$ cat config.mk
export PLATFORM = sky130hd
export DESIGN_NAME = analog_speed_input_select
export DESIGN_NICKNAME = d
export VERILOG_FILES = /design/src/core/analog_speed_pkg.sv /design/src/core/analog_speed_input_select.sv
export VERILOG_INCLUDE_DIRS = /design/src /design/src/core
export SDC_FILE = /design/constraint.sdc
export NUM_CORES = 1
export LEC_CHECK = 0
export ABC_AREA = 1
export BUFFER_PORTS_ARGS = -buffer_cell sky130_fd_sc_hd__buf_2
export CAP_MARGIN = 10
export CORE_MARGIN = 4
export CORE_UTILIZATION = 57
export DETAILED_ROUTE_END_ITERATION = 8
export GPL_ROUTABILITY_DRIVEN = 0
export GPL_TIMING_DRIVEN = 0
export PLACE_DENSITY = 0.88
export RECOVER_POWER = 100
export SYNTH_ARGS = -nofsm -noshare
export SYNTH_HDL_FRONTEND = slang
export SYNTH_SLANG_ARGS = --single-unit
export TNS_END_PERCENT = 20
$ cat constraint.sdc
create_clock -name pclk -period 13.54 [get_ports pclk]
set_input_delay 0.677 -clock pclk [delete_from_list [all_inputs] [get_ports pclk]]
set_output_delay 0.677 -clock pclk [all_outputs]
set_load 0.01 [all_outputs]
$ cat src/core/analog_speed_regs.svh
/*
 * Register offsets, reset values and fixed counts of the analog speed input select block.
 * Assumes inclusion by bare name from files under core/.
 */
`ifndef ANALOG_SPEED_REGS_SVH
`define ANALOG_SPEED_REGS_SVH

// ----------------------------------------
// Register byte offsets
// ----------------------------------------
`define ASI_SEL_OFF        8'h00
`define ASI_T2_GAIN_OFF    8'h04
`define ASI_T4_GAIN_OFF    8'h08
`define ASI_STALL_OFF      8'h0c
`define ASI_ACCEL_OFF      8'h10
`define ASI_STATUS_OFF     8'h14
`define ASI_FREQ_OFF       8'h18
`define ASI_STALL_USE_OFF  8'h1c

// ----------------------------------------
// Field positions
// ----------------------------------------
`define ASI_SEL_LSB        0
`define ASI_SEL_MSB        4
`define ASI_T4R_LSB        8
`define ASI_T4R_MSB        9

// ----------------------------------------
// Reset values
// ----------------------------------------
`define ASI_SEL_RST        5'h01
`define ASI_T4R_RST        2'h0
`define ASI_GAIN_RST       16'h1770
`define ASI_STALL_RST      16'h04b0
`define ASI_ACCEL_RST      16'h0032

// ----------------------------------------
// Fixed values
// ----------------------------------------
`define ASI_STALL_FROM_T1  16'h270f
`define ASI_SEL_LIMIT      5'h11
`define ASI_REV_FIRST      5'h0a
`define ASI_T4_ZERO        12'h333
`define ASI_FULL           12'hfff
`define ASI_HALF           13'h0800
`define ASI_UNITY          13'h1000

`endif

$ cat src/core/analog_speed_pkg.sv
/*
 * Types shared by the analog speed input select block.
 * Assumes nothing of its surroundings.
 */
package analog_speed_pkg;

	typedef enum logic [1:0] {
		t2_0_5v,
		t2_0_10v,
		t2_0_20ma
	} t2_range_t;

	typedef enum logic [1:0] {
		t4_4_20ma,
		t4_0_5v,
		t4_0_10v
	} t4_range_t;

	typedef enum logic {
		t1_pm_5v,
		t1_pm_10v
	} t1_range_t;

	// Decoded input configuration, driven to the analog front end
	typedef struct packed {
		t2_range_t t2_range;
		t1_range_t t1_range;
		t4_range_t t4_range;
		logic      override_on;
		logic      reversible;
		logic      t4_active;
	} sel_mode_t;

endpackage : analog_speed_pkg

$ cat src/core/analog_speed_input_select.sv
/*
 * Analog frequency command selection and combination with an APB register slave.
 * Assumes converted codes of terminals 1, 2, 4 and the terminal 4 enable arrive
 * asynchronously from the front end; range scaling is done there, except the 4-20 mA live zero of terminal 4, removed here.
 */
// Implementation choices: the APB slave port and the address map.
`timescale 1ns/1ns
`include "analog_speed_regs.svh"

// Behaviour
// - Select value sets terminal 2 range: 0-5 V, 0-10 V or 0-20 mA; default 1.
// - Terminal 4 range select: 0 default 4-20 mA, 1 is 0-5 V, 2 is 0-10 V.
// - Select values 4, 5, 14, 15 choose override; others choose added compensation.
// - Added modes sum terminal 1 onto the main command from terminal 2 or 4.
// - Override modes take the main command from terminal 1 or 4, never terminal 2.
// - Override factor from terminal 2 spans 50% to 150% of main speed.
// - Without a main command in override mode, the terminal 2 factor is ignored.
// - Terminal 4 counts only while its enable signal is asserted.
// - Gain frequency registers set output at full-scale input, writable anytime.
// - Changing the select value leaves acceleration and deceleration times untouched.
// - Stall level 9999 makes terminal 1 the stall prevention level.
// - Values 10 to 17 allow reversible polarity; below 10 negatives clamp to zero.
module analog_speed_input_select (
	input  wire logic                       pclk,
	input  wire logic                       presetn,
	input  wire logic                       psel,
	input  wire logic                       penable,
	input  wire logic                       pwrite,
	input  wire logic [7:0]                 paddr,
	input  wire logic [31:0]                pwdata,
	output logic      [31:0]                prdata,
	output logic                            pready,
	output logic                            pslverr,
	input  wire logic [11:0]                term1_code,
	input  wire logic [11:0]                term2_code,
	input  wire logic [11:0]                term4_code,
	input  wire logic                       term4_enable_signal,
	output analog_speed_pkg::sel_mode_t     mode_q,
	output logic      [15:0]                set_freq_q,
	output logic                            reverse_q,
	output logic      [15:0]                stall_level_q
);

	// ----------------------------------------
	// Pin synchronisers
	// ----------------------------------------
	// Codes are assumed to change slowly; a rare torn word lasts one cycle only.
	logic [36:0] pin_meta_q;
	logic [36:0] pin_sync_q;

	always_ff @(posedge pclk or negedge presetn) begin
		if (!presetn) begin
			pin_meta_q <= '0;
			pin_sync_q <= '0;
		end else begin
			pin_meta_q <= {term4_enable_signal, term4_code, term2_code, term1_code};
			pin_sync_q <= pin_meta_q;
		end
	end

	wire logic signed [11:0] t1_s    = pin_sync_q[11:0];
	wire logic        [11:0] t2_code = pin_sync_q[23:12];
	wire logic        [11:0] t4_code = pin_sync_q[35:24];
	wire logic               t4_en   = pin_sync_q[36];

	// ----------------------------------------
	// Parameter registers
	// ----------------------------------------
	logic [4:0]  sel_q;
	logic [1:0]  t4r_q;
	logic [15:0] t2_gain_q;
	logic [15:0] t4_gain_q;
	logic [15:0] stall_q;
	logic [15:0] accel_q;

	// ----------------------------------------
	// APB decode
	// ----------------------------------------
	wire logic setup  = psel & ~penable;
	wire logic wr_acc = psel & penable & pready & pwrite;

	wire logic hit_sel   = paddr == `ASI_SEL_OFF;
	wire logic hit_t2g   = paddr == `ASI_T2_GAIN_OFF;
	wire logic hit_t4g   = paddr == `ASI_T4_GAIN_OFF;
	wire logic hit_stall = paddr == `ASI_STALL_OFF;
	wire logic hit_accel = paddr == `ASI_ACCEL_OFF;
	wire logic hit_stat  = paddr == `ASI_STATUS_OFF;
	wire logic hit_freq  = paddr == `ASI_FREQ_OFF;
	wire logic hit_suse  = paddr == `ASI_STALL_USE_OFF;
	wire logic hit_rw    = hit_sel | hit_t2g | hit_t4g | hit_stall | hit_accel;
	wire logic hit_ro    = hit_stat | hit_freq | hit_suse;

	// Select values 8, 9 and above 17 do not exist; ranges above 2 neither
	wire logic [4:0] new_sel = pwdata[`ASI_SEL_MSB:`ASI_SEL_LSB];
	wire logic [1:0] new_t4r = pwdata[`ASI_T4R_MSB:`ASI_T4R_LSB];
	wire logic sel_ok = (new_sel <= `ASI_SEL_LIMIT) && (new_sel != 5'h08) && (new_sel != 5'h09);
	wire logic t4r_ok = new_t4r != 2'h3;

	wire logic bad_wr = pwrite & (hit_ro | (hit_sel & ~(sel_ok & t4r_ok)));
	wire logic err_d  = ~(hit_rw | hit_ro) | bad_wr;

	// A refused select leaves both of its fields as they were
	wire logic wr_sel_reg = wr_acc & hit_sel & sel_ok & t4r_ok;
	wire logic wr_t2g     = wr_acc & hit_t2g;
	wire logic wr_t4g     = wr_acc & hit_t4g;
	wire logic wr_stall   = wr_acc & hit_stall;
	wire logic wr_accel   = wr_acc & hit_accel;
	wire logic rd_ok      = setup & ~pwrite & ~err_d;

	// ----------------------------------------
	// Mode decode
	// ----------------------------------------
	// Fold 10..17 onto 0..7: the two halves differ only in polarity handling
	wire logic [4:0] digit = (sel_q >= `ASI_REV_FIRST) ? (sel_q - `ASI_REV_FIRST) : sel_q;

	wire logic t2_5v  = (digit == 5'h01) | (digit == 5'h03) | (digit == 5'h05);
	wire logic t2_ma  = (digit == 5'h06) | (digit == 5'h07);
	wire logic t1_10v = (digit == 5'h00) | (digit == 5'h01) | (digit == 5'h04)
	                  | (digit == 5'h06);
	wire logic ovr    = (digit == 5'h04) | (digit == 5'h05);
	wire logic rev_ok = sel_q >= `ASI_REV_FIRST;

	analog_speed_pkg::sel_mode_t mode_d;

	always_comb begin
		mode_d             = '0;
		mode_d.t2_range    = t2_ma ? analog_speed_pkg::t2_0_20ma :
		                     t2_5v ? analog_speed_pkg::t2_0_5v : analog_speed_pkg::t2_0_10v;
		mode_d.t1_range    = t1_10v ? analog_speed_pkg::t1_pm_10v : analog_speed_pkg::t1_pm_5v;
		case (t4r_q)
			2'h1:    mode_d.t4_range = analog_speed_pkg::t4_0_5v;
			2'h2:    mode_d.t4_range = analog_speed_pkg::t4_0_10v;
			default: mode_d.t4_range = analog_speed_pkg::t4_4_20ma;
		endcase
		mode_d.override_on = ovr;
		mode_d.reversible  = rev_ok;
		mode_d.t4_active   = t4_en;
	end

	// ----------------------------------------
	// Input normalisation to 12-bit fractions
	// ----------------------------------------
	// Terminal 1 magnitude doubled to full scale; -2048 clamps to 2047
	wire logic        t1_neg = t1_s[11];
	wire logic [11:0] t1_abs_raw = t1_neg ? 12'(-t1_s) : 12'(t1_s);
	wire logic [11:0] t1_abs = t1_abs_raw[11] ? 12'h7ff : t1_abs_raw;
	wire logic [11:0] t1_frac = {t1_abs[10:0], 1'b0};

	// Live zero of 4-20 mA: remove the 4 mA part and stretch by 5/4
	wire logic [11:0] t4_off = (t4_code > `ASI_T4_ZERO) ? (t4_code - `ASI_T4_ZERO) : 12'h000;
	wire logic [13:0] t4_str = 14'({2'b00, t4_off} + {4'h0, t4_off[11:2]});
	wire logic [11:0] t4_live = (t4_str > 14'({2'b00, `ASI_FULL})) ? `ASI_FULL : t4_str[11:0];
	wire logic [11:0] t4_frac = (t4r_q == 2'h0) ? t4_live : t4_code;

	// ----------------------------------------
	// Added compensation path
	// ----------------------------------------
	// Terminal 4 takes over as main speed; terminal 2 then plays no part
	wire logic [11:0] add_main = t4_en ? t4_frac : t2_code;
	wire logic signed [13:0] t1_comp = t1_neg ? -14'(t1_frac) : 14'(t1_frac);
	wire logic signed [14:0] add_sum = $signed({3'b000, add_main}) + 15'(t1_comp);
	wire logic add_neg = add_sum[14];
	wire logic [14:0] add_abs = add_neg ? 15'(-add_sum) : 15'(add_sum);
	// Negative sum reverses only where polarity may flip, else clamps to zero
	wire logic [14:0] add_mag = (add_neg & ~rev_ok) ? 15'h0000 : add_abs;
	wire logic [12:0] add_cmd = (add_mag > 15'({3'b000, `ASI_FULL})) ? 13'({1'b0, `ASI_FULL})
	                          : add_mag[12:0];
	wire logic add_rev = add_neg & rev_ok & (add_abs != 15'h0000);

	// ----------------------------------------
	// Override path
	// ----------------------------------------
	// Main speed from terminal 4 if enabled, else terminal 1; terminal 2 never
	wire logic [11:0] ovr_t1 = (t1_neg & ~rev_ok) ? 12'h000 : t1_frac;
	wire logic [11:0] ovr_main = t4_en ? t4_frac : ovr_t1;
	wire logic ovr_rev = ~t4_en & t1_neg & rev_ok & (t1_frac != 12'h000);
	wire logic ovr_present = ovr_main != 12'h000;
	// Factor in 1/4096: half plus the terminal 2 fraction gives 50%..150%
	wire logic [12:0] ovr_factor = ovr_present ? (`ASI_HALF + 13'({1'b0, t2_code}))
	                             : `ASI_UNITY;
	// Absent main command makes the factor unity, so terminal 2 has no effect
	wire logic [24:0] ovr_prod = 25'(ovr_main) * 25'(ovr_factor);
	wire logic [12:0] ovr_cmd = ovr_prod[24:12];

	// ----------------------------------------
	// Frequency scaling
	// ----------------------------------------
	wire logic [12:0] cmd = ovr ? ovr_cmd : add_cmd;
	wire logic        rev = ovr ? ovr_rev : add_rev;
	// Terminal 4 gain while terminal 4 is enabled, else terminal 2 gain, scales full-scale input
	wire logic [15:0] gain = t4_en ? t4_gain_q : t2_gain_q;
	wire logic [28:0] freq_prod = 29'(cmd) * 29'(gain);
	// Above 100% with a large gain the product may pass 16 bits: saturate
	wire logic [15:0] freq_d = freq_prod[28] ? 16'hffff : freq_prod[27:12];

	// Terminal 1 magnitude replaces the stored level at the special value
	wire logic [15:0] stall_d = (stall_q == `ASI_STALL_FROM_T1) ? 16'(t1_frac) : stall_q;

	// ----------------------------------------
	// Register writes
	// ----------------------------------------
	// Writing the select touches no other register, so ramp slopes keep their values
	always_ff @(posedge pclk or negedge presetn) begin
		if (!presetn) begin
			sel_q <= `ASI_SEL_RST;
		end else if (wr_sel_reg) begin
			sel_q <= new_sel;
		end
	end

	always_ff @(posedge pclk or negedge presetn) begin
		if (!presetn) begin
			t4r_q <= `ASI_T4R_RST;
		end else if (wr_sel_reg) begin
			t4r_q <= new_t4r;
		end
	end

	// Gain writes need no live command input
	always_ff @(posedge pclk or negedge presetn) begin
		if (!presetn) begin
			t2_gain_q <= `ASI_GAIN_RST;
		end else if (wr_t2g) begin
			t2_gain_q <= pwdata[15:0];
		end
	end

	always_ff @(posedge pclk or negedge presetn) begin
		if (!presetn) begin
			t4_gain_q <= `ASI_GAIN_RST;
		end else if (wr_t4g) begin
			t4_gain_q <= pwdata[15:0];
		end
	end

	always_ff @(posedge pclk or negedge presetn) begin
		if (!presetn) begin
			stall_q <= `ASI_STALL_RST;
		end else if (wr_stall) begin
			stall_q <= pwdata[15:0];
		end
	end

	// Stored for software only; the ramp logic lives outside this block
	always_ff @(posedge pclk or negedge presetn) begin
		if (!presetn) begin
			accel_q <= `ASI_ACCEL_RST;
		end else if (wr_accel) begin
			accel_q <= pwdata[15:0];
		end
	end

	// ----------------------------------------
	// Outputs
	// ----------------------------------------
	// Mode and reverse flag load on the same edge, so they never disagree
	always_ff @(posedge pclk or negedge presetn) begin
		if (!presetn) begin
			mode_q <= '0;
		end else begin
			mode_q <= mode_d;
		end
	end

	always_ff @(posedge pclk or negedge presetn) begin
		if (!presetn) begin
			reverse_q <= 1'b0;
		end else begin
			reverse_q <= rev;
		end
	end

	// The long multiply ends here, one flip-flop before the pin
	always_ff @(posedge pclk or negedge presetn) begin
		if (!presetn) begin
			set_freq_q <= '0;
		end else begin
			set_freq_q <= freq_d;
		end
	end

	always_ff @(posedge pclk or negedge presetn) begin
		if (!presetn) begin
			stall_level_q <= '0;
		end else begin
			stall_level_q <= stall_d;
		end
	end

	// ----------------------------------------
	// APB read and response
	// ----------------------------------------
	logic [31:0] rdata_d;

	always_comb begin
		rdata_d = '0;
		if (hit_sel)
			rdata_d = {22'h0, t4r_q, 3'h0, sel_q};
		else if (hit_t2g)
			rdata_d = {16'h0000, t2_gain_q};
		else if (hit_t4g)
			rdata_d = {16'h0000, t4_gain_q};
		else if (hit_stall)
			rdata_d = {16'h0000, stall_q};
		else if (hit_accel)
			rdata_d = {16'h0000, accel_q};
		else if (hit_stat)
			rdata_d = {23'h0, reverse_q, mode_q};
		else if (hit_freq)
			rdata_d = {16'h0000, set_freq_q};
		else if (hit_suse)
			rdata_d = {16'h0000, stall_level_q};
	end

	// Answer is prepared in the setup cycle, so the access phase needs no wait
	always_ff @(posedge pclk or negedge presetn) begin
		if (!presetn) begin
			pready <= 1'b0;
		end else begin
			pready <= setup;
		end
	end

	// Error and read data stand only with ready and read as zero otherwise
	always_ff @(posedge pclk or negedge presetn) begin
		if (!presetn) begin
			pslverr <= 1'b0;
		end else begin
			pslverr <= setup & err_d;
		end
	end

	always_ff @(posedge pclk or negedge presetn) begin
		if (!presetn) begin
			prdata <= '0;
		end else begin
			prdata <= rd_ok ? rdata_d : 32'h00000000;
		end
	end

endmodule : analog_speed_input_select

Yosys cells after proc, flatten, opt, wreduce, memory -nomap -nowiden. Index checks and enable logic that the tools add are counted. Widths: inputs -> output; s select.

Memory bits (read-only): 0. Memories kept: 0. Flip-flop bits (word level): 220. RAM bits: 0. Word-level logic and storage cells: 141. Bits of input ports: 82. Bits in latches: 0. Output and inout bits: 75.

Mux-type cells: 32. $mul: 2. Add/sub/neg operators: 8. $lt $le $gt $ge: 5. Bitwise logic cells: 47. Reduce and logical (&&, ||, !) cells: 8. Equality and inequality tests: 19. Shift-type cells: 0. Divide/modulo/power cells: 0.

Operators by type and width (count): $mux 32 (5); $mux 16 (7); $mux 12 (7); $mux 13 (3); $eq 8x5->1 const B (4); $mux 15 (2); $mul 13x16->29 (1); $mul 12x13->25 (1); $and 1x1->1 (24); $reduce_bool 12->1 (2); $eq 5x3->1 const B (4); $eq 16x14->1 const B (1); $eq 8x4->1 const B (2); $or 1x1->1 (16); $add 13x14->15 (1); $gt 15x12->1 const B (1); $neg 15->15 (1); $reduce_bool 15->1 (1); $mux 14 (1); $neg 12->14 (1); $add 12x10->13 (1); $add 12x12->13 const A (1); $gt 13x12->1 const B (1); $gt 12x10->1 const B (1); other kinds (22) (32).

Depth between registers and ports, before layout. Gate-level depths: netlist of run 1.

Word-level depth: 16. Depth in mapped cells: 77. Mapped depth without buffers: 75.

Least setup slack after synthesis of run 1. OpenSTA, ideal clock, no wires.

Path type: flip-flop to flip-flop. From: reg pin_sync_q[24]. To: reg set_freq_q[7]. Buffers on the path: 4. Setup slack: 944 ps. Library setup time: 120 ps. Cell stages (with the launch flop): 70. Required time: 13420 ps. Data arrival time: 12476 ps. Period minus slack after synthesis: 12596 ps. Cells stage by stage: dfrtp_1 ha_1 inv_2 nand2_2 nand3_1 nand2_2 buf_6 nand3_1 inv_1 ha_1 fa_1 nand3_2 nand2_2 nand2_4 nor2_4 nor2_4 nand3_2 a21oi_4 (+34 left out) inv_1 fa_1 inv_1 fa_1 fa_1 inv_1 fa_1 inv_1 ha_1 a21oi_1 inv_1 a31oi_1 o21ai_0 a211oi_1 nand3_1 nand2_4 buf_12 nand2_2.

Cells in the longest elaborated chain, start to end: 16. Elaborated cells on any way between the ends: 22. Classes of those cells: add/sub (4); mul (2); order compare (3); mux (11); bitwise (1); reduce/logical (1).

RTL lines: start: declaration (line analog_speed_input_select.sv:49) `logic [36:0] pin_sync_q;`; start signal: assignment (line analog_speed_input_select.sv:57) `pin_sync_q <= pin_meta_q;`; $sub 12x10->12 (no line) / $gt 12x10->1 (equally long branches); $mux 12 (line analog_speed_input_select.sv:150) `` wire logic [11:0] t4_off = (t4_code > `ASI_T4_ZERO) ? (t4_code - `ASI_T4_ZERO) : 12'h000; ``; $add 12x10->13 (line analog_speed_input_select.sv:151) `wire logic [13:0] t4_str = 14'({2'b00, t4_off} + {4'h0, t4_off[11:2]});`; $gt 13x12->1 (line analog_speed_input_select.sv:152) `` wire logic [11:0] t4_live = (t4_str > 14'({2'b00, `ASI_FULL})) ? `ASI_FULL : t4_str[11:0]; ``; $mux 12 (line analog_speed_input_select.sv:152); $mux 12 (*) (line analog_speed_input_select.sv:153) `wire logic [11:0] t4_frac = (t4r_q == 2'h0) ? t4_live : t4_code;`; $mux 12 (line analog_speed_input_select.sv:159) `wire logic [11:0] add_main = t4_en ? t4_frac : t2_code;`; $add 13x14->15 (line analog_speed_input_select.sv:161) `wire logic signed [14:0] add_sum = $signed({3'b000, add_main}) + 15'(t1_comp);`; $neg 15->15 (line analog_speed_input_select.sv:163) `wire logic [14:0] add_abs = add_neg ? 15'(-add_sum) : 15'(add_sum);`; $mux 15 (line analog_speed_input_select.sv:163); $mux 15 (line analog_speed_input_select.sv:165) `wire logic [14:0] add_mag = (add_neg & ~rev_ok) ? 15'h0000 : add_abs;`; $gt 15x12->1 (line analog_speed_input_select.sv:166) `` wire logic [12:0] add_cmd = (add_mag > 15'({3'b000, `ASI_FULL})) ? 13'({1'b0, `ASI_FULL}) ``; $mux 13 (line analog_speed_input_select.sv:166); $mux 13 (*) (line analog_speed_input_select.sv:188) `wire logic [12:0] cmd = ovr ? ovr_cmd : add_cmd;`; $mul 13x16->29 (*) (line analog_speed_input_select.sv:192) `wire logic [28:0] freq_prod = 29'(cmd) * 29'(gain);`; $mux 16 (*) (line analog_speed_input_select.sv:194) `wire logic [15:0] freq_d = freq_prod[28] ? 16'hffff : freq_prod[27:12];`; via freq_d[7] (line analog_speed_input_select.sv:194); end signal: assignment (line analog_speed_input_select.sv:278) `set_freq_q <= freq_d;`; end: declaration (line analog_speed_input_select.sv:39) `output logic [15:0] set_freq_q,`.

The timed path passes the listed nets; every way through them passes the cells marked *. A chain may end at the register's enable or synchronous reset.

Worst setup path in the final report of run 1.
From: reg pin_sync_q[24]. To: reg set_freq_q[15].

The elaborated chain is that of the path after synthesis.

==> reports/summary.txt, run 1 <==
Total grt overflow - 0
Insertion delay to the later sink of the worst-skew pair - 0.53 ns
Syn avg cell area - 7.83 sq um
Final WL - 67,100 um
Mapped Cells - 2,866
Core ar. - 0.0387 sq mm
Tightest Pin Transition - 5.82 ns
Crit Path Max Fanout - 7
CTS tree - built
CTS Buffer Depth - 3
Crit path required time - 13.94 ns
EDFF count, synth - 0
Crit path from - pin_sync_q[24]$_DFF_PN0_
Max Fclk - 75.6 MHz
PwrDens - 139 mW/mm^2
Final Hold Viols - 0
Synth unique cells - 56
Register area share after synthesis - 22.9%
Busiest grt layer - met2
Pin count of the biggest net entering global routing - 110
Setup-failing EPs final - 0
CP bufs+invs - 16
Initial core utilization - 57.9%
Asr flop ratio synth - 100%
CP max stage delay - 0.59 ns
Ports - 157
DR DRC count - 0
Clock slew seen by the registers of the worst setup and hold paths - 0.08 ns
Chip height - 206 um
Top cells by area, synth - fa_1, dfrtp_1, nand2_1
Reg area - 0.00514 sq mm
Synthesized area - 0.0224 sq mm
Routed Antenna Nets - 0
Area of the multi-input gates - 0.0151 sq mm
Synth-to-Final Area Change - 13.9%
Sw power - 1.70 mW
Top-count cell post-synth - nand2_1
Cell taking the most area after synthesis - fa_1
H-tree levels - 1
Failing checks - max-capacitance violations, max-slew violations
Avg Vias per Cell - 5.74
# rows - 72
Power share of the clock group - 17.2%
GRT met2 Usage - 50.1%
Family with the most delay on the worst path - adder cells
Tmin final - 13.23 ns
Layout cells sized above 1 - 13.3%
Final worst path period share - 97.7%
Top post-synthesis cells by count - nand2_1, inv_1, fa_1, nor2_1, dfrtp_1
Fin. max-slew vios - 207
First-pass GRT wire length - 103,000 um
Port bufs - 124
Clock Sinks - 204
Slew Limit Headroom - -288%
Met1 Resource Use GR - 38.5%
Ys flop type - dfrtp_1
Critical path class - reg -> reg
P_leak - 13.3 nW
Via count - 20.8k
R2r startpoint - pin_sync_q[24]$_DFF_PN0_
Drt first-iter violations - 2,444
Sw Ratio - 47.9%
Initial antenna violation count - 1
Hold Slack - 0.251 ns
DRT Pass-1 Iters - 6
Worst setup EP type - register
Chip Width - 206 um
Setup Total Neg Slack - 0 ns
GR Layer Usage met3 - 7.20%
Filler instances - 2,896
Power Internal - 1.85 mW
CTS Hold Bufs - 0
Critical path arrival - 13.63 ns
Clock root cell - clkbuf_16
Routed len/inst - 18.5 um
Hold Path Class - in -> reg
Total CTS buffers - 21
Seq cells post-synth - 204
Vias in the first global route - 20.4k
Fin Clk Skew - 0.0146 ns
Max-cap violations - 2
Die Area - 0.0426 sq mm
Fin nets - 3,587
Top-area cell type share of the netlist area - 23.5%
Hold path startpoint - term4_code[0]
Post-DP HPWL - 49,700 um
Worst vdd rail ir drop - 0.180 mV
Seq pwr share - 18.2%
Setup crit start kind - register
Comb pwr share - 64.6%
R2R Setup Slk - 0.31 ns
Top cell by count, worst path - nand2_1
Yosys warnings - 0
Status - finished with violations
GRT Total Usage - 30.3%
CP max stage cell - fa_1
-- cells in the final DEF (no fill, tap or decap), types with 22 or more instances in the layout --
| cell type | n |
|---|---|
| clkbuf_16 | 25 |
| clkbuf_1 | 116 |
| buf_2 | 63 |
| nand2_1 | 636 |
| nor2_1 | 226 |
| nand3_1 | 69 |
| o21ai_0 | 149 |
| xor2_1 | 39 |
| a21oi_1 | 96 |
| dfrtp_1 | 177 |
| fa_1 | 257 |
| inv_1 | 596 |
| nand2_2 | 46 |
| buf_4 | 74 |
| dfstp_2 | 22 |
| ha_1 | 136 |
-- flip-flops by register name, summed over array words and instances, names as in the netlist --
signal and count:
mode_q 8, t2_gain_q 16, pslverr 1, pready 1, prdata 16, pin_sync_q 37
pin_meta_q 37, stall_q 16, accel_q 16, t4r_q 2, set_freq_q 16, reverse_q 1
stall_level_q 16, t4_gain_q 16, sel_q 5
-- worst reg2reg max path: cells and delay by family (launching register included) --
| family | cells | cell delay [ns] |
|---|---|---|
| buffers and inverters | 16 | 1.41 |
| flip-flops | 1 | 0.42 |
| AO/OA/AOI/OAI | 7 | 1.19 |
| adder cells (fa/ha/maj) | 13 | 6.12 |
| AND/OR/NAND/NOR | 35 | 3.94 |
-- metal layers --
| metal | vias up | share of wire [%] |
|---|---|---|
| li1 | 9195 | - |
| met5 | - | 0 |
| met4 | 0 | 6.0 |
| met2 | 1421 | 47 |
| met1 | 9831 | 36 |
| met3 | 338 | 11 |
-- stage by stage --
stage	std cells	worst slack [ns]	cell area, sq um	util (%)	total power, mW
2_1_floorplan	2881	0.944	22500	-	2.14
3_3_place_gp	3523	-0.892	23800	61.3	2.58
3_5_place_dp	3533	-1.04	23900	61.6	2.63
4_1_cts	3577	0.00227	24800	63.9	3.29
5_1_grt	3623	-0.226	25600	66.0	3.87
6_report	3624	0.314	25600	66.0	3.55
-- final cells by class --
class / instances / share of cell area [%]
timing repair buffer: 189 / 4.39
clock buffer: 26 / 2.29
buffer: 80 / 1.77
clock inverter: 12 / 0.485
antenna: 1 / 0.00979
inverter: 628 / 9.27
multi-input combinational: 1966 / 59.1
sequential: 204 / 20.1
tap: 518 / 2.54
-- worst paths after layout --
kind	endpoint	depth (start not counted)
max in group asynchronous	pin_sync_q[27]$_DFF_PN0_	2
worst max register to register	set_freq_q[15]$_DFF_PN0_	71
worst min register to register	pin_sync_q[33]$_DFF_PN0_	0
min in group asynchronous	accel_q[14]$_DFFE_PN0P_	1
worst max-delay path	set_freq_q[15]$_DFF_PN0_	71
worst min-delay path	pin_meta_q[24]$_DFF_PN0_	1
-- power groups by stage --
stage / clock network, mW / registers, mW / logic, mW
floorplan: 0 / 0.651 / 1.49
global placement: 0 / 0.655 / 1.92
detailed placement: 0 / 0.655 / 1.98
CTS: 0.605 / 0.644 / 2.04
global route: 0.633 / 0.646 / 2.59
finish: 0.609 / 0.646 / 2.29
-- cells by family (layout without fill, tap and decap cells) --
group	Yosys count	in the layout	share of synthesized area (%)
AOI/OAI and AO/OA	371	371	9.50
xor gates and xnor gates	58	58	2.30
adders and majority gates	415	415	32.0
buffers and inverters	711	935	12.4
DFF	204	204	22.9
other	1	17	0.0167
and+or+nand+nor	1106	1106	20.9
-- timing repair --
| action | 4_1_cts | 5_1_grt |
|---|---|---|
| setup endpoints to repair | 16 | 16 |
| buffers inserted | 7 | 44 |
| gates cloned | 0 | 4 |
| gates resized for setup | 41 | 113 |
| pin swaps | 8 | 63 |
Power figures use the tool's default switching activity.
==> run 2, diff against run 1 <==
Settings changed: ABC_AREA 1 to 0, CORE_ASPECT_RATIO set to 1.25.
==> run 2 against run 1 <==
  * The flow finishes with violations (max-capacitance violations, max-slew violations, negative setup slack)
  * Critical path type unchanged
  * Combinational power barely moved
  * Synthesized cell count down 15%
  * Wire length increased by 13%
  * Highest routed layer is now met5
  * Worst hold slack worse by 0.016 ns
  * Count of clock-buffer cells in the layout grew 3
==> reports/summary.txt, run 2 <==
R2R Setup Slk - -1.11 ns (-1.42 ns)
Finished Layout Cells - 3,197 (-12%)
Synth Area in Adders - 31.9% (-0.076 points)
Critical Path Sink - set_freq_q[2]$_DFF_PN0_
Setup-failing EPs final - 16 (+16)
Crit path depth - 63 (-11%)
Layout cells sized above 1 - 19.5% (+6.2 points)
Clock root cell - clkbuf_16
Worst vdd rail ir drop - 0.138 mV (-23%)
FF-to-FF path depth - 63 (-11%)
Crit path required time - 13.96 ns (+0.02 ns)
Synth Area in Compound Gates - 12.3% (+2.8 points)
Vias in the first global route - 22.0k (+7.9%)
Cell taking the most area after synthesis - fa_1
Final worst path period share - 108% (+11 points)
# rows - 81 (+13%)
Avg Vias per Cell - 6.58 (+15%)
DP Cell Count - 3,063 (-13%)
Tightest Pin Transition - 6.80 ns (+0.983 ns)
Max Fclk - 68.3 MHz (-9.7%)
Synth-to-Final Area Change - 17.0%
Sw power - 1.65 mW (-2.7%)
Fin Clk Skew - 0.0187 ns (+0.00410 ns)
Largest family of logic cells by synthesized area - adder cells
Drt first-iter violations - 2,855 (+17%)
Top cells by area, synth - fa_1, dfrtp_1, ha_1
Routed len/inst - 23.7 um (+28%)
DRT Pass-1 Iters - 8 (+2)
Total CTS buffers - 22 (+4.8%)
Top-area cell type share of the netlist area - 23.4% (-0.056 points)
H-tree levels - 1 (unchanged)
Fin nets - 3,178 (-11%)
Crit Path Max Fanout - 10 (+3)
Setup crit start kind - register
Pin count of the biggest net entering global routing - 136 (+24%)
Synth unique cells - 100 (+79%)
Crit path from - pin_sync_q[31]$_DFF_PN0_
Mapped Cells - 2,425 (-15%)
Top-count cell post-synth - inv_1
Seq pwr share - 17.8% (-0.4 points)
Hold Path Class - in -> reg
Comb pwr share - 64.2% (-0.4 points)
Status - finished with violations
Hold path startpoint - term4_code[10]
Family with the most delay on the worst path - adder cells
Total grt overflow - 0 (unchanged)
CTS tree - built
Register area share after synthesis - 22.8% (-0.055 points)
Max-cap violations - 3 (+1)
GRT Total Usage - 33.7% (+3.4 points)
Synthesized area - 0.0225 sq mm (+0.24%)
Initial antenna violation count - 2 (+1)
Final WL - 75,800 um (+13%)
Worst setup EP type - register
Failing checks - max-capacitance violations, max-slew violations, negative setup slack
Ports - 157 (unchanged)
Clock slew seen by the registers of the worst setup and hold paths - 0.07 ns (about the same)
Top cell by count, worst path - fa_1
Simple-gate share of the synthesized area - 16.3% (-4.6 points)
Clock Sinks - 204 (unchanged)
Power share of the clock group - 18.0% (+0.8 points)
Routed Antenna Nets - 0 (unchanged)
Worst r2r dst - set_freq_q[2]$_DFF_PN0_
Top post-synthesis cells by count - inv_1, nand2_1, fa_1, dfrtp_1, ha_1
CP max stage delay - 0.59 ns (about the same)
Die Area - 0.0427 sq mm (+0.28%)
P_leak - 12.9 nW (-3.1%)
RSZ-0062 raised after global routing - true
EDFF count, synth - 0 (unchanged)
CP max stage cell - fa_1
Commonest non-fill, non-tap cell in the layout - inv_1
Sw Ratio - 46.2% (-1.7 points)
Mux cell area share after synthesis - 5.84% (+5.8 points)
Hold Slack - 0.235 ns (-0.0161 ns)
Port bufs - 123 (-0.81%)
Fin. max-slew vios - 211 (+1.9%)
Tmin final - 14.65 ns (+1.42 ns)
Most frequent cells in the layout - inv_1, nand2_1, fa_1, dfrtp_1, ha_1
R2r startpoint - pin_sync_q[31]$_DFF_PN0_
Critical path class - reg -> reg
Post-DP HPWL - 51,000 um (+2.7%)
Final Hold Viols - 0 (unchanged)
Power Internal - 1.93 mW (+4.3%)
Syn avg cell area - 9.27 sq um (+18%)
Synth Area in XOR/XNOR - 2.48% (+0.18 points)
CTS Hold Bufs - 0 (unchanged)
DR DRC count - 0 (unchanged)
Critical path arrival - 15.07 ns (+1.44 ns)
Core ar. - 0.0390 sq mm (+0.73%)
Insertion delay to the later sink of the worst-skew pair - 0.55 ns (+0.02 ns)
Chip height - 230 um (+11%)
First-pass GRT wire length - 114,000 um (+11%)
Yosys warnings - 0 (unchanged)
CTS Buffer Depth - 3 (unchanged)
Initial core utilization - 57.6% (-0.28 points)
Slew Limit Headroom - -353% (-66 points)
Worst setup margin - -1.11 ns (-1.42 ns)
Via count - 21.0k (+1.3%)
Asr flop ratio synth - 100% (unchanged)
Chip Width - 186 um (-10%)
Top flop regs - pin_meta_q: 37 flops, pin_sync_q: 37 flops
PwrDens - 136 mW/mm^2 (-1.9%)
Ys flop type - dfrtp_1
CP bufs+invs - 18 (+2)
Seq cells post-synth - 204 (unchanged)
-- run 2: cell types whose count changed after synthesis, moves of 33 or more --
cell | previous run | this run
nor2_1 | 242 | 130
mux2_2 | 0 | 80
inv_1 | 607 | 350
and2_1 | 1 | 62
nand2_1 | 651 | 275
o21ai_0 | 160 | 83
nand2_2 | 37 | 1
a21o_1 | 2 | 46
nor3_1 | 21 | 54
nand2b_1 | 0 | 37
-- run 2: timing repair --
item | in CTS | in global routing
gates cloned | 2 | 0
setup buffers | 60 | 32
endpoints found under the setup margin | 16 | 16
pin swaps | 82 | 80
endpoints found under the hold margin | 0 | 0
gates resized for setup | 169 | 66
-- run 2: worst min-delay path by stage --
stage | endpoint | slack, ns | depth (start not counted)
floorplan | pin_sync_q[0]$_DFF_PN0_ | 0.33 | 0
global placement | pin_sync_q[0]$_DFF_PN0_ | 0.33 | 0
detailed placement | pin_sync_q[25]$_DFF_PN0_ | 0.33 | 0
CTS | pin_sync_q[28]$_DFF_PN0_ | 0.10 | 1
global route | pin_meta_q[7]$_DFF_PN0_ | 0.23 | 1
finish | pin_meta_q[34]$_DFF_PN0_ | 0.23 | 1
-- run 2: stage by stage --
stage                     worst slack [ns]  instance area (sq um)  setup TNS [ns]  power (mW)  utilization, %
after floorplan                     0.0114                  22600               0        1.92               -
final                                -1.11                  26300          -17.11        3.58            67.4
after global routing                 -1.43                  26300          -22.30        3.79            67.4
after detailed placement             -2.90                  23900          -44.68        2.38            61.3
after global placement               -2.45                  23900          -37.46        2.29            61.2
after CTS                           -0.453                  25900           -6.85        3.37            66.4
-- run 2: final cells by class --
class	instances	area [sq um]
multi-input cells	1764	16400
fillers	2529	12700
flip-flops and latches	204	5130
inverters	353	1330
repair buffers	218	1270
plain buffers	118	733
clock buffers	29	627
well taps	498	623
clock inverters	11	151
diodes	2	5.00
-- run 2: power groups by stage --
stage | combinational (mW) | clock [mW] | sequential (mW)
after global placement | 1.65 | 0 | 0.648
after floorplan | 1.27 | 0 | 0.643
after global routing | 2.48 | 0.668 | 0.639
after CTS | 2.09 | 0.640 | 0.637
after detailed placement | 1.74 | 0 | 0.648
final | 2.30 | 0.644 | 0.639
-- run 2: logic make-up after synthesis --
logic type,count (synthesis)
compound gates,397
xor+xnor,62
fa+ha+maj,415
buf+inv,473
flops,204
mux,119
other cells,1
simple gates,754
-- run 2: metal layers --
metal  global-route usage (%)  share of wire (%)
met1                     37.1                 31
met2                     55.6                 47
met3                     8.73                 11
met4                     25.0                 11
met5                        0              0.030
